[src/design/rtcal_params.svh]
// Offsets, field positions, reset values and codes of the alarm and calibration block.
// Assumes a byte-addressed register bus with one aligned 32-bit word per register.
`ifndef RTCAL_PARAMS_SVH
`define RTCAL_PARAMS_SVH
`define RTCAL_OFS_MONTH_DAY 5'h00
`define RTCAL_OFS_WEEKDAY_HOURS 5'h04
`define RTCAL_OFS_MINUTES_SECONDS 5'h08
`define RTCAL_OFS_CONFIG_REPEAT 5'h0c
`define RTCAL_OFS_CONFIG_CAL 5'h10
`define RTCAL_OFS_STATUS 5'h14
`define RTCAL_MASK_MONTH_DAY 16'h1f3f
`define RTCAL_MASK_WEEKDAY_HOURS 16'h073f
`define RTCAL_MASK_MINUTES_SECONDS 16'h7f7f
`define RTCAL_MASK_CONFIG_REPEAT 16'hfcff
`define RTCAL_MASK_CONFIG_CAL 16'h20ff
`define RTCAL_RESET_VALUE 16'h0000
`define RTCAL_BIT_ALARM_ENABLE 15
`define RTCAL_BIT_REPEAT_FOREVER 14
`define RTCAL_BIT_WRITE_ENABLE 13
`define RTCAL_CAL_SHIFT 2
`define RTCAL_RPT_MAX 8'hff
`define RTCAL_ALARM_INTERVAL_MASK_HALF_SEC 4'h0
`define RTCAL_ALARM_INTERVAL_MASK_SECOND 4'h1
`define RTCAL_ALARM_INTERVAL_MASK_TEN_SEC 4'h2
`define RTCAL_ALARM_INTERVAL_MASK_MINUTE 4'h3
`define RTCAL_ALARM_INTERVAL_MASK_TEN_MIN 4'h4
`define RTCAL_ALARM_INTERVAL_MASK_HOUR 4'h5
`define RTCAL_ALARM_INTERVAL_MASK_DAY 4'h6
`define RTCAL_ALARM_INTERVAL_MASK_WEEK 4'h7
`define RTCAL_ALARM_INTERVAL_MASK_MONTH 4'h8
`define RTCAL_ALARM_INTERVAL_MASK_YEAR 4'h9
`endif

[src/design/rtcal_pkg.sv]
// Types shared by the alarm and calibration block.
// Assumes the time counters outside deliver the current time in this layout.
package rtcal_pkg;
    typedef struct packed {
        logic month_tens_digit;
        logic [3:0] month_ones_digit;
        logic [1:0] day_tens_digit;
        logic [3:0] day_ones_digit;
        logic [2:0] weekday_digit;
        logic [1:0] hour_tens_digit;
        logic [3:0] hour_ones_digit;
        logic [2:0] minute_tens_digit;
        logic [3:0] minute_ones_digit;
        logic [2:0] second_tens_digit;
        logic [3:0] second_ones_digit;
    } rtcal_time_t;

    typedef struct packed {
        logic [4:0] address;
        logic read;
        logic write;
        logic [31:0] writedata;
        logic [3:0] byteenable;
    } rtcal_avs_req_t;

    typedef enum logic [1:0] {
        RTCAL_CAL_IDLE = 2'b01,
        RTCAL_CAL_RUN = 2'b10
    } rtcal_cal_state_t;

    typedef struct packed {
        logic [15:0] alarm_month_day;
        logic [15:0] alarm_weekday_hours;
        logic [15:0] alarm_minutes_seconds;
        logic [15:0] alarm_config_repeat;
        logic [15:0] clock_config_calibration;
        logic ack;
        logic [31:0] readdata;
        logic alarm_event;
        logic alarm_pulse;
        rtcal_cal_state_t cal_state;
        logic [9:0] cal_left;
        logic cal_negative;
        logic cal_add;
        logic cal_sub;
    } rtcal_state_t;
endpackage

[src/design/rtcal_top.sv]
// Alarm compare, repeat counting, alarm pulse and per-minute calibration of a
// real-time clock, with its registers on an Avalon-MM slave.
// Assumes the time counters run on clk and give one-cycle ticks on clk.
//
// The Avalon-MM register port and the register addresses were chosen for this implementation.
`timescale 1ns/1ps
`default_nettype none
`include "rtcal_params.svh"

module rtcal_top
(
    input wire logic clk,
    input wire logic reset,
    input wire logic [4:0] avs_address,
    input wire logic avs_read,
    input wire logic avs_write,
    input wire logic [31:0] avs_writedata,
    input wire logic [3:0] avs_byteenable,
    output logic [31:0] avs_readdata,
    output logic avs_waitrequest,
    input wire rtcal_pkg::rtcal_time_t time_now,
    input wire logic half_sec_tick,
    input wire logic second_tick,
    input wire logic minute_tick,
    output logic alarm_irq,
    output logic alarm_pulse,
    output logic cal_add_pulse,
    output logic cal_sub_pulse
);

    // ------------------------------------------------------------
    // State and bus request
    // ------------------------------------------------------------

    rtcal_pkg::rtcal_state_t st;
    rtcal_pkg::rtcal_state_t next_st;
    rtcal_pkg::rtcal_avs_req_t req;
    rtcal_pkg::rtcal_time_t alarm_time;
    logic request;
    logic take;
    logic [7:0] need;
    logic [7:0] equal;
    logic alarm_hit;
    logic alarm_fire;
    logic [8:0] cal_magnitude;
    logic [10:0] cal_count;

    assign req.address = avs_address;
    assign req.read = avs_read;
    assign req.write = avs_write;
    assign req.writedata = avs_writedata;
    assign req.byteenable = avs_byteenable;

    // The first cycle of a request only holds the bus; the answer comes in
    // the second, so decode and read data settle a full cycle ahead.
    assign request = req.read | req.write;
    assign take = request & st.ack;
    assign avs_waitrequest = request & ~st.ack;

    assign avs_readdata = st.readdata;
    assign alarm_irq = st.alarm_event;
    assign alarm_pulse = st.alarm_pulse;
    assign cal_add_pulse = st.cal_add;
    assign cal_sub_pulse = st.cal_sub;

    // ------------------------------------------------------------
    // Helpers
    // ------------------------------------------------------------

    function automatic logic [15:0] merge_lanes(
        input logic [15:0] old_value,
        input logic [31:0] data,
        input logic [3:0] lanes,
        input logic [15:0] keep
    );
        logic [15:0] value;
        value = old_value;
        if (lanes[0])
        begin
            value[7:0] = data[7:0];
        end
        if (lanes[1])
        begin
            value[15:8] = data[15:8];
        end
        merge_lanes = value & keep;
    endfunction

    // ------------------------------------------------------------
    // Alarm compare
    // ------------------------------------------------------------

    assign alarm_time.month_tens_digit = st.alarm_month_day[12];
    assign alarm_time.month_ones_digit = st.alarm_month_day[11:8];
    assign alarm_time.day_tens_digit = st.alarm_month_day[5:4];
    assign alarm_time.day_ones_digit = st.alarm_month_day[3:0];
    assign alarm_time.weekday_digit = st.alarm_weekday_hours[10:8];
    assign alarm_time.hour_tens_digit = st.alarm_weekday_hours[5:4];
    assign alarm_time.hour_ones_digit = st.alarm_weekday_hours[3:0];
    assign alarm_time.minute_tens_digit = st.alarm_minutes_seconds[14:12];
    assign alarm_time.minute_ones_digit = st.alarm_minutes_seconds[11:8];
    assign alarm_time.second_tens_digit = st.alarm_minutes_seconds[6:4];
    assign alarm_time.second_ones_digit = st.alarm_minutes_seconds[3:0];

    always_comb
    begin
        equal[0] = alarm_time.second_ones_digit == time_now.second_ones_digit;
        equal[1] = alarm_time.second_tens_digit == time_now.second_tens_digit;
        equal[2] = alarm_time.minute_ones_digit == time_now.minute_ones_digit;
        equal[3] = alarm_time.minute_tens_digit == time_now.minute_tens_digit;
        equal[4] = (alarm_time.hour_tens_digit == time_now.hour_tens_digit)
            && (alarm_time.hour_ones_digit == time_now.hour_ones_digit);
        equal[5] = alarm_time.weekday_digit == time_now.weekday_digit;
        equal[6] = (alarm_time.day_tens_digit == time_now.day_tens_digit)
            && (alarm_time.day_ones_digit == time_now.day_ones_digit);
        equal[7] = (alarm_time.month_tens_digit == time_now.month_tens_digit)
            && (alarm_time.month_ones_digit == time_now.month_ones_digit);
    end

    // From ten seconds up, each wider interval adds digits to the compare; week adds the weekday,
    // while month and year use the day of month instead.
    always_comb
    begin
        need = 8'h00;
        alarm_hit = 1'b0;
        case (st.alarm_config_repeat[13:10])
            `RTCAL_ALARM_INTERVAL_MASK_HALF_SEC:
            begin
                alarm_hit = half_sec_tick;
            end
            `RTCAL_ALARM_INTERVAL_MASK_SECOND:
            begin
                alarm_hit = half_sec_tick & second_tick;
            end
            `RTCAL_ALARM_INTERVAL_MASK_TEN_SEC:
            begin
                need = 8'h01;
                alarm_hit = half_sec_tick & second_tick;
            end
            `RTCAL_ALARM_INTERVAL_MASK_MINUTE:
            begin
                need = 8'h03;
                alarm_hit = half_sec_tick & second_tick;
            end
            `RTCAL_ALARM_INTERVAL_MASK_TEN_MIN:
            begin
                need = 8'h07;
                alarm_hit = half_sec_tick & second_tick;
            end
            `RTCAL_ALARM_INTERVAL_MASK_HOUR:
            begin
                need = 8'h0f;
                alarm_hit = half_sec_tick & second_tick;
            end
            `RTCAL_ALARM_INTERVAL_MASK_DAY:
            begin
                need = 8'h1f;
                alarm_hit = half_sec_tick & second_tick;
            end
            `RTCAL_ALARM_INTERVAL_MASK_WEEK:
            begin
                need = 8'h3f;
                alarm_hit = half_sec_tick & second_tick;
            end
            `RTCAL_ALARM_INTERVAL_MASK_MONTH:
            begin
                need = 8'h5f;
                alarm_hit = half_sec_tick & second_tick;
            end
            `RTCAL_ALARM_INTERVAL_MASK_YEAR:
            begin
                need = 8'hdf;
                alarm_hit = half_sec_tick & second_tick;
            end
            default:
            begin
                need = 8'h00;
                alarm_hit = 1'b0;
            end
        endcase
    end

    // A tick lasts one cycle, so a match yields exactly one event.
    assign alarm_fire = st.alarm_config_repeat[`RTCAL_BIT_ALARM_ENABLE]
        & alarm_hit & (&(~need | equal));

    // ------------------------------------------------------------
    // Calibration amount
    // ------------------------------------------------------------

    always_comb
    begin
        if (st.clock_config_calibration[7])
        begin
            cal_magnitude = 9'h000 - {1'b1, st.clock_config_calibration[7:0]};
        end
        else
        begin
            cal_magnitude = {1'b0, st.clock_config_calibration[7:0]};
        end
        cal_count = {cal_magnitude, 2'b00};
    end

    // ------------------------------------------------------------
    // Next state
    // ------------------------------------------------------------

    always_comb
    begin
        next_st = st;
        next_st.ack = request & ~st.ack;
        next_st.alarm_event = 1'b0;
        next_st.cal_add = 1'b0;
        next_st.cal_sub = 1'b0;

        if (request & ~st.ack)
        begin
            next_st.readdata = 32'h0000_0000;
            if (req.read)
            begin
                if (req.address == `RTCAL_OFS_MONTH_DAY)
                begin
                    next_st.readdata = {16'h0000, st.alarm_month_day};
                end
                else if (req.address == `RTCAL_OFS_WEEKDAY_HOURS)
                begin
                    next_st.readdata = {16'h0000, st.alarm_weekday_hours};
                end
                else if (req.address == `RTCAL_OFS_MINUTES_SECONDS)
                begin
                    next_st.readdata = {16'h0000, st.alarm_minutes_seconds};
                end
                else if (req.address == `RTCAL_OFS_CONFIG_REPEAT)
                begin
                    next_st.readdata = {16'h0000, st.alarm_config_repeat};
                end
                else if (req.address == `RTCAL_OFS_CONFIG_CAL)
                begin
                    next_st.readdata = {16'h0000, st.clock_config_calibration};
                end
                else if (req.address == `RTCAL_OFS_STATUS)
                begin
                    next_st.readdata = {30'h0000_0000,
                        st.cal_state == rtcal_pkg::RTCAL_CAL_RUN, st.alarm_pulse};
                end
            end
        end

        // Writes land at the edge that answers the request.
        if (take & req.write)
        begin
            if (req.address == `RTCAL_OFS_MONTH_DAY)
            begin
                if (st.clock_config_calibration[`RTCAL_BIT_WRITE_ENABLE])
                begin
                    next_st.alarm_month_day = merge_lanes(st.alarm_month_day,
                        req.writedata, req.byteenable, `RTCAL_MASK_MONTH_DAY);
                end
            end
            else if (req.address == `RTCAL_OFS_WEEKDAY_HOURS)
            begin
                if (st.clock_config_calibration[`RTCAL_BIT_WRITE_ENABLE])
                begin
                    next_st.alarm_weekday_hours = merge_lanes(st.alarm_weekday_hours,
                        req.writedata, req.byteenable, `RTCAL_MASK_WEEKDAY_HOURS);
                end
            end
            else if (req.address == `RTCAL_OFS_MINUTES_SECONDS)
            begin
                next_st.alarm_minutes_seconds = merge_lanes(st.alarm_minutes_seconds,
                    req.writedata, req.byteenable, `RTCAL_MASK_MINUTES_SECONDS);
            end
            else if (req.address == `RTCAL_OFS_CONFIG_REPEAT)
            begin
                next_st.alarm_config_repeat = merge_lanes(st.alarm_config_repeat,
                    req.writedata, req.byteenable, `RTCAL_MASK_CONFIG_REPEAT);
            end
            else if (req.address == `RTCAL_OFS_CONFIG_CAL)
            begin
                next_st.clock_config_calibration = merge_lanes(
                    st.clock_config_calibration, req.writedata, req.byteenable,
                    `RTCAL_MASK_CONFIG_CAL);
            end
        end

        // An alarm in the same cycle as a configuration write overrides the
        // enable and count fields, so the hardware count step is never lost.
        if (alarm_fire)
        begin
            next_st.alarm_event = 1'b1;
            next_st.alarm_pulse = ~st.alarm_pulse;
            if (st.alarm_config_repeat[7:0] != 8'h00)
            begin
                next_st.alarm_config_repeat[7:0] =
                    st.alarm_config_repeat[7:0] - 8'h01;
                next_st.alarm_config_repeat[`RTCAL_BIT_ALARM_ENABLE] = 1'b1;
            end
            else if (st.alarm_config_repeat[`RTCAL_BIT_REPEAT_FOREVER])
            begin
                next_st.alarm_config_repeat[7:0] = `RTCAL_RPT_MAX;
                next_st.alarm_config_repeat[`RTCAL_BIT_ALARM_ENABLE] = 1'b1;
            end
            else
            begin
                next_st.alarm_config_repeat[7:0] = 8'h00;
                next_st.alarm_config_repeat[`RTCAL_BIT_ALARM_ENABLE] = 1'b0;
            end
        end

        // The amount is caught at the minute tick, so a later write to the
        // calibration field cannot disturb a burst already under way.
        case (st.cal_state)
            rtcal_pkg::RTCAL_CAL_IDLE:
            begin
                if (minute_tick && (cal_count != 11'h000))
                begin
                    next_st.cal_state = rtcal_pkg::RTCAL_CAL_RUN;
                    next_st.cal_left = cal_count[9:0];
                    next_st.cal_negative = st.clock_config_calibration[7];
                end
            end
            rtcal_pkg::RTCAL_CAL_RUN:
            begin
                next_st.cal_add = ~st.cal_negative;
                next_st.cal_sub = st.cal_negative;
                next_st.cal_left = st.cal_left - 10'h001;
                if (st.cal_left == 10'h001)
                begin
                    next_st.cal_state = rtcal_pkg::RTCAL_CAL_IDLE;
                end
            end
            default:
            begin
                next_st.cal_state = rtcal_pkg::RTCAL_CAL_IDLE;
            end
        endcase
    end

    // ------------------------------------------------------------
    // Registers
    // ------------------------------------------------------------

    always_ff @(posedge clk or posedge reset)
    begin
        if (reset)
        begin
            st.alarm_month_day <= `RTCAL_RESET_VALUE;
            st.alarm_weekday_hours <= `RTCAL_RESET_VALUE;
            st.alarm_minutes_seconds <= `RTCAL_RESET_VALUE;
            st.alarm_config_repeat <= `RTCAL_RESET_VALUE;
            st.clock_config_calibration <= `RTCAL_RESET_VALUE;
            st.ack <= 1'b0;
            st.readdata <= 32'h0000_0000;
            st.alarm_event <= 1'b0;
            st.alarm_pulse <= 1'b0;
            st.cal_state <= rtcal_pkg::RTCAL_CAL_IDLE;
            st.cal_left <= 10'h000;
            st.cal_negative <= 1'b0;
            st.cal_add <= 1'b0;
            st.cal_sub <= 1'b0;
        end
        else
        begin
            st <= next_st;
        end
    end

endmodule // rtcal_top
`default_nettype wire

[config.mk]
export PLATFORM = sky130hd
export DESIGN_NAME = rtcal_top
export DESIGN_NICKNAME = d
export VERILOG_FILES = /design/src/design/rtcal_pkg.sv /design/src/design/rtcal_top.sv
export VERILOG_INCLUDE_DIRS = /design/src /design/src/design
export SDC_FILE = /design/constraint.sdc
export NUM_CORES = 1
export LEC_CHECK = 0
export BUFFER_PORTS_ARGS = -buffer_cell sky130_fd_sc_hd__buf_2
export CAP_MARGIN = 0
export CELL_PAD_IN_SITES_DETAIL_PLACEMENT = 0
export CELL_PAD_IN_SITES_GLOBAL_PLACEMENT = 1
export CORE_MARGIN = 8
export CORE_UTILIZATION = 46
export DETAILED_ROUTE_END_ITERATION = 7
export PLACE_DENSITY = 0.84
export SLEW_MARGIN = 15
export SYNTH_ARGS = -nofsm -noshare
export SYNTH_HDL_FRONTEND = slang
export SYNTH_SLANG_ARGS = --single-unit
[constraint.sdc]
create_clock -name clk -period 6.6 [get_ports clk]
set_clock_uncertainty 0.15 [all_clocks]
set_input_delay 0 -clock clk [delete_from_list [all_inputs] [get_ports clk]]
set_output_delay 0 -clock clk [all_outputs]
set_load 0.005 [all_outputs]
; ---- Word level (Yosys, flattened, before mapping)
; Cells that the tools add are included.
; Widths: inputs -> output; s select.
[totals]
ff_bits = 107
inputBits = 82
wordCells = 134
[classes]
add_sub_neg = 3
eq_ne = 33
mux = 33
n_bitwise = 16
n_reduce_logical = 29
[op_table]
columns = op, n
row1 = $mux 32, 5
row2 = $mux 16, 5
row3 = $pmux 8 s8, 1
row4 = $mux 8, 6
row5 = $mux 14, 3
row6 = $eq 4x4->1, 5
row7 = $pmux 10 s2, 1
row8 = $reduce_and 5->1, 4
row9 = $reduce_and 6->1, 3
row10 = $eq 4x3->1 const B, 4
row11 = $reduce_and 7->1, 2
row12 = $mux 13, 1
row13 = $reduce_bool 11->1, 1
row14 = $eq 10x1->1 const B, 1
row15 = $eq 5x4->1 const B, 2
row16 = $eq 5x5->1 const B, 2
row17 = $reduce_bool 2->1, 5
row18 = $sub 10x1->10 const B, 1
row19 = $eq 3x3->1, 3
row20 = $mux 9, 1
row21 = $reduce_or 9->1, 1
row22 = $sub 1x9->9 const A, 1
row23 = $eq 4x2->1 const B, 2
row24 = $eq 4x4->1 const B, 2
row25 = 26 further kinds, 52

; ---- Logic depth before layout (Yosys ltp)
; Gate-level depths: netlist of run 1.
[depth]
ltp_word = 8
ltp_mapped = 9
ltp_nobuf = 8

; ---- Least setup slack after synthesis of run 1
; No wires, ideal clock.
[synth_path]
path_type = register -> register
startpoint = reg st[52] in the netlist's numbering
endpoint = reg st[2] in the netlist's numbering
arrival_ns = 2.212
path_slack_ns = 4.110
path_stages_with_launch = 8
cell_sequence = dfrtp_1 > buf_6 > or4_1 > or4_1 > and3_1 > nand4_2 > and2_4 > mux2_1
[synth_via]
elab_chain_len = 5
[synth_rtl]
columns = item, line
row1 = start: declaration, rtcal_top.sv:35  ; rtcal_pkg::rtcal_state_t st;
row2 = start signal: assignment, rtcal_top.sv:364  ; st <= next_st;
row3 = $sub 1x9->9, rtcal_top.sv:195  ; cal_magnitude = 9'h000 - {1'b1, st.clock_config_calibration[7:0]};
row4 = $mux 9 (*), rtcal_top.sv:193  ; if (st.clock_config_calibration[7])
row5 = $reduce_bool 11->1 (*), rtcal_top.sv:315  ; if (minute_tick && (cal_count != 11'h000))
row6 = $logic_and 1x1->1 (*), rtcal_top.sv:315
row7 = $reduce_and 2->1 (no source line) (*), n/a
; Every way passes the cells marked *; elsewhere a longest branch is shown, timed or not.
; A chain may end at the register's enable or synchronous reset.

; ---- Worst setup path after layout of run 1
[layout_path]
startpoint = reg st, in the netlist alarm_time[17]
endpoint = reg st[67] in the netlist's numbering
[layout_via]
elab_chain_len = 7
[layout_rtl]
columns = item, line
row1 = $eq 4x4->1 (*), rtcal_top.sv:112  ; && (alarm_time.hour_ones_digit == time_now.hour_ones_digit);
row2 = $logic_and 1x1->1 (*), rtcal_top.sv:112
row3 = $or 8x8->8 (*), rtcal_top.sv:185  ; & alarm_hit & (&(~need | equal));
row4 = $reduce_and 8->1 (*), rtcal_top.sv:185
row5 = $and 1x1->1 (*), rtcal_top.sv:184  ; assign alarm_fire = st.alarm_config_repeat[`RTCAL_BIT_ALARM_ENABLE]
row6 = $ne 2x2->1 (no source line) / $reduce_bool 2->1 (equally long branches), n/a
row7 = $reduce_and 6->1 (no source line), n/a
; Marked as above.

==> results.cfg, run 1 <==
[route]
ant_nets = 0
dr.pass1.iters = 5
routedWlPerCell_um = 19.1
routed_via_density = 5.61
drtIter0Drc = 296
via_count = 4161
drc = 0
drt_wl_total_mm = 14.2

[synthesis]
synthDistinctLibCells = 58
synth_most_common_cell = dfrtp_1
postSynthAreaPerCell_um2 = 10.4
yosys_warnings = 0
ys.flop_type = dfrtp_1
synth-edff-count = 0
ys_top_cells_by_area = dfrtp_1 (42%), mux2_2 (6.8%), mux2_1 (5.1%), mux2i_1 (4.7%), buf_4 (4.5%)
ys_ff_latch = 91
synthArstFlopShare_pct = 100
synth_area_um2 = 5320
yosysSeqAreaShare_pct = 42.8
synth_commonest_cells = dfrtp_1 (90), nand2_1 (39), buf_4 (32), mux2_2 (32), nor2_1 (29)
netlist_instances = 510
yosysTopAreaCell = dfrtp_1
netlist.area_leader.share_pct = 42.3

[critical_path]
cp-startpoint = alarm_time[17]
worstPathRequired_ns = 6.68
worstSetupEndpointType = register
critPathKind = register to register
cp_max_fo = 11
cp-start-kind = register
worstPathArrival_ns = 3.26
r2r_start = alarm_time[17]

[die]
io_pins = 119
dieHeight_um = 124
start_util_pct = 46.8
fp.dieArea_um2 = 15300
core_region_area_um2 = 11400
rows = 39
die_w_um = 124

[cts]
cts_root_buf = clkbuf_16
clock-sinks = 91
insertion_delay_ns = 0.35
cts_setup_buffers = 0
htreeDepth = 3
cts_resized = 0
path_clk_slew_ns = 0.07
ctsLongestPathBuffers = 2
cts_buffers = 9
cts_tree = done

[final_layout]
fillCellCount = 1037
postLayoutCoreUtil_pct = 54.3
area_delta_synth_final_pct = 16.0
nets = 681
drive_above_1_share_pct = 24.0
insertedDiodeCount = 0

[global_route]
antenna_found_initial = 0
grt_pass1_vias = 4216
grt_max_degree = 55
grt.total_usage_pct = 19.2
grt-ovfl-total = 0
grt_pass1_wl_mm = 22.8

[placement]
place_congestion = 0.843
hpwl_mm = 10.9
io_buffers = 84

[timing]
finalHoldViolCount = 0
holdWs_ns = 0.0192
fin_crit_ns = 3.17
slew_headroom_pct = 31.2
fin_tns_setup_ns = 0
drv_slew = 0
rsz0062_at_grt = false
worstMarginPinSlew_ns = 1.03
setup_violations = 0
post-route-period-util_pct = 48.0
fmax_mhz = 315

[power]
powerDensity_nw_per_um2 = 272
peakVddDrop_mv = 0.136
fin_total_pwr_uw = 1680
leakagePower_uw = 0.00296

[worst_hold_path]
min_from = avs_address[1]
holdCritPathClass = input port to register

[flow_run]
cap_violations = 0

[run_status]
outcome = finished clean
-- flip-flops by register name, summed over array words and instances (netlist names) --
name / cells
st: 37
alarm_time: 34
avs_readdata: 16
alarm_irq: 1
alarm_pulse: 1
cal_add_pulse: 1
cal_sub_pulse: 1
-- kinds of logic (layout without fill, tap and decap cells) --
family | Yosys count | count (layout) | share of synthesized area, %
xor+xnor | 49 | 49 | 8.06
fa+ha+maj | 5 | 5 | 1.18
mux | 81 | 81 | 16.5
compound gates | 85 | 85 | 10.9
other cells | 1 | 16 | 0.0705
flops | 91 | 91 | 42.8
buf+inv | 59 | 133 | 6.82
simple gates | 139 | 139 | 13.6
-- critical path: stages (launching register included) --
cell and delay [ns]:
dfrtp_1 0.40, xor2_1 0.16, nor4_1 0.49, a32oi_1 0.17
a2111o_1 0.43, nor3_2 0.83, mux2_2 0.42
-- metal layers --
layer | GRT usage (%) | up-vias | wire (um) | part of all wire [%]
li1 | - | 1956 | - | -
met1 | 26.6 | 2051 | 6490 | 46
met2 | 30.6 | 131 | 6750 | 48
met3 | 2.13 | 23 | 698 | 4.9
met4 | 7.07 | 0 | 256 | 1.8
met5 | 0 | - | 0 | 0
-- power breakdown --
part	internal (uW)	leakage, uW	switching (uW)
registers	641	0.00121	95.8
logic	199	0.00160	220
clock network	302	0.000145	221
-- final timing paths --
check / to / slack (ns) / cells after the start
min: avs_readdata[0] / 0.02 / 4
max in group asynchronous: st[49] / 5.06 / 4
max: st[67] / 3.43 / 6
min reg2reg: cal_add_pulse / 0.31 / 1
min in group asynchronous: alarm_time[17] / 0.12 / 3
max reg2reg: st[67] / 3.43 / 6
-- area by class of cell --
cell class	count	area [um^2]	share of cell area, %
clock buffers	11	243	3.93
multi-input cells	375	2750	44.5
flip-flops and latches	91	2280	36.9
clock inverters	5	52.6	0.851
inverters	12	46.3	0.750
repair buffers	105	628	10.2
well taps	143	179	2.90
-- timing repair --
action / 4_1_cts / 5_1_grt
hold buffers: 20 / 0
endpoints found under the hold margin: 99 / 0
setup endpoints to repair: 0 / 0
-- through the flow --
| step | instance area [um^2] | setup WS, ns | std cells |
|---|---|---|---|
| finish | 6170 | 3.43 | 742 |
| global route | 6170 | 3.28 | 742 |
| CTS | 6170 | 3.38 | 742 |
| detailed placement | 5670 | 3.40 | 706 |
| global placement | 5670 | 3.42 | 706 |
| floorplan | 5380 | 4.09 | 525 |
-- placed cells by master, fill, tap and decap left out, types with 19 or more instances in the layout --
cell,count
xnor2_1,27
xor2_1,22
buf_2,84
mux2_1,24
nor2_1,29
nand2_1,39
mux2i_1,25
dfrtp_1,90
dlygate4sd3_1,20
mux2_2,32
o21ai_0,19
Note: power is estimated with default switching activity, not from simulation.
==> run 2, diff against run 1 <==
--- a/config.mk
+++ b/config.mk
@@ -11,9 +11,9 @@
 export CELL_PAD_IN_SITES_DETAIL_PLACEMENT = 0
 export CELL_PAD_IN_SITES_GLOBAL_PLACEMENT = 1
 export CORE_MARGIN = 8
-export CORE_UTILIZATION = 46
+export CORE_UTILIZATION = 42
 export DETAILED_ROUTE_END_ITERATION = 7
-export PLACE_DENSITY = 0.84
+export PLACE_DENSITY = 0.77
 export SLEW_MARGIN = 15
 export SYNTH_ARGS = -nofsm -noshare
 export SYNTH_HDL_FRONTEND = slang
==> constraint.sdc (replaced) <==
create_clock -name clk -period 3.2 [get_ports clk]
set_clock_uncertainty 0.15 [all_clocks]
set_input_delay 0 -clock clk [delete_from_list [all_inputs] [get_ports clk]]
set_output_delay 0 -clock clk [all_outputs]
set_load 0.005 [all_outputs]
==> run 2 against run 1 <==
  * Cell count is 4.3% higher
  * Critical path depth is 1 higher
  * Die area is 8.3% higher
  * Critical path type unchanged
  * Largest power group unchanged
  * Highest routed layer unchanged
==> results.cfg, run 2 (synthesis results as in run 1) <==
[run_status]
outcome = finished clean

[route]
drt_wl_total_mm = 14.3
routed_via_density = 5.23
ant_nets = 0
via_count = 4046
drtIter0Drc = 300
dr.pass1.iters = 4
drc = 0
routedWlPerCell_um = 18.5

[final_layout]
largest_register_ffs = 37
nets = 684
final_cell_mix = dfrtp_1 (90), buf_2 (84), nand2_1 (39)
area_delta_synth_final_pct = 17.6
regMostFlops = st
insertedDiodeCount = 0
drive_above_1_share_pct = 24.8
fillCellCount = 1186
layout_commonest_cell = dfrtp_1
final_area_um2 = 6260

[cts]
clock-sinks = 91
htreeDepth = 3
path_clk_slew_ns = 0.07
ctsLongestPathBuffers = 2
cts_root_buf = clkbuf_16
cts_tree = done
insertion_delay_ns = 0.34
cts_buffers = 9

[timing]
fin_tns_setup_ns = 0
setup_violations = 0
finalHoldViolCount = 0
slew_headroom_pct = 41.9
post-route-period-util_pct = 84.7
rsz0062_at_grt = false
fmax_mhz = 369
drv_slew = 0
fin_crit_ns = 2.71
worstMarginPinSlew_ns = 0.871

[power]
leakagePower_uw = 0.00299
peakVddDrop_mv = 0.260
powerDensity_nw_per_um2 = 561

[placement]
place_congestion = 0.892
io_buffers = 84
place_area_um2 = 5750
hpwl_mm = 11.1

[die]
dieHeight_um = 129
io_pins = 119
die_w_um = 129
rows = 41
fp.dieArea_um2 = 16500
start_util_pct = 42.5
core_region_area_um2 = 12500

[global_route]
grt_pass1_wl_mm = 23.0
grt-ovfl-total = 0
grt.total_usage_pct = 17.9
grt_pass1_vias = 4260
grt_max_degree = 49
antenna_found_initial = 0

[critical_path]
cp-start-kind = register
worstSetupEndpointType = register
critPathKind = register to register
cp_max_fo = 10
worstPathRequired_ns = 3.28
worstPathArrival_ns = 2.79

[worst_hold_path]
holdCritPathClass = input port to register

[flow_run]
cap_violations = 0
-- run 2: what timing repair did --
| item | CTS | global route |
|---|---|---|
| hold buffers | 19 | 0 |
| buffers inserted | 0 | 0 |
| resized for setup | 0 | 0 |
| hold endpoints to repair | 108 | 0 |
-- run 2: worst max-delay path: stages (launching register included) --
cell	delay [ns]
dfrtp_1	0.40
xor2_1	0.15
nor4_1	0.50
a32oi_1	0.18
a2111o_1	0.42
nor3_2	0.20
buf_4	0.25
mux2_2	0.35
-- run 2: final timing paths --
check | from | end | slack [ns] | cells after the start
min in group asynchronous | reset | alarm_time[1] | 0.21 | 3
min | avs_address[0] | avs_readdata[0] | 0.03 | 4
max | alarm_time[17] | st[66] | 0.49 | 7
min reg2reg | st[2] | cal_add_pulse | 0.31 | 1
max reg2reg | alarm_time[17] | st[66] | 0.49 | 7
max in group asynchronous | reset | st[13] | 1.93 | 4
-- run 2: cell type report --
class	instances	area (um^2)	share of cell area [%]
Inverter	12	46.3	0.739
Timing Repair Buffer	108	661	10.6
Sequential cell	91	2280	36.4
Multi-Input combinational cell	375	2750	43.9
Clock inverter	4	47.5	0.759
Clock buffer	12	267	4.26
Tap cell	172	215	3.44
-- run 2: per-layer routing --
metal  vias up  wire (um)  part of all wire [%]  GRT usage, %
met5         -          0                     0             0
met4         0        201                   1.4          5.87
met1      1974       6780                    47          24.9
li1       1951          -                     -             -
met3        11        630                   4.4          2.32
met2       110       6690                    47          28.4
-- run 2: metrics by stage --
step	power, uW	util (%)	hold WS [ns]	std cells	worst slack [ns]
2_1_floorplan	2150	-	-0.0332	525	0.688
3_3_place_gp	2360	46.0	0.0461	739	0.466
3_5_place_dp	2390	46.0	0.0501	739	0.427
4_1_cts	3520	50.0	0.0142	774	0.425
5_1_grt	3720	50.0	0.0621	774	0.334
6_report	3510	50.0	0.0304	774	0.488
-- run 2: where the power goes --
| part | switching, uW | internal (uW) |
|---|---|---|
| clock network | 448 | 667 |
| registers | 200 | 1320 |
| logic | 458 | 417 |
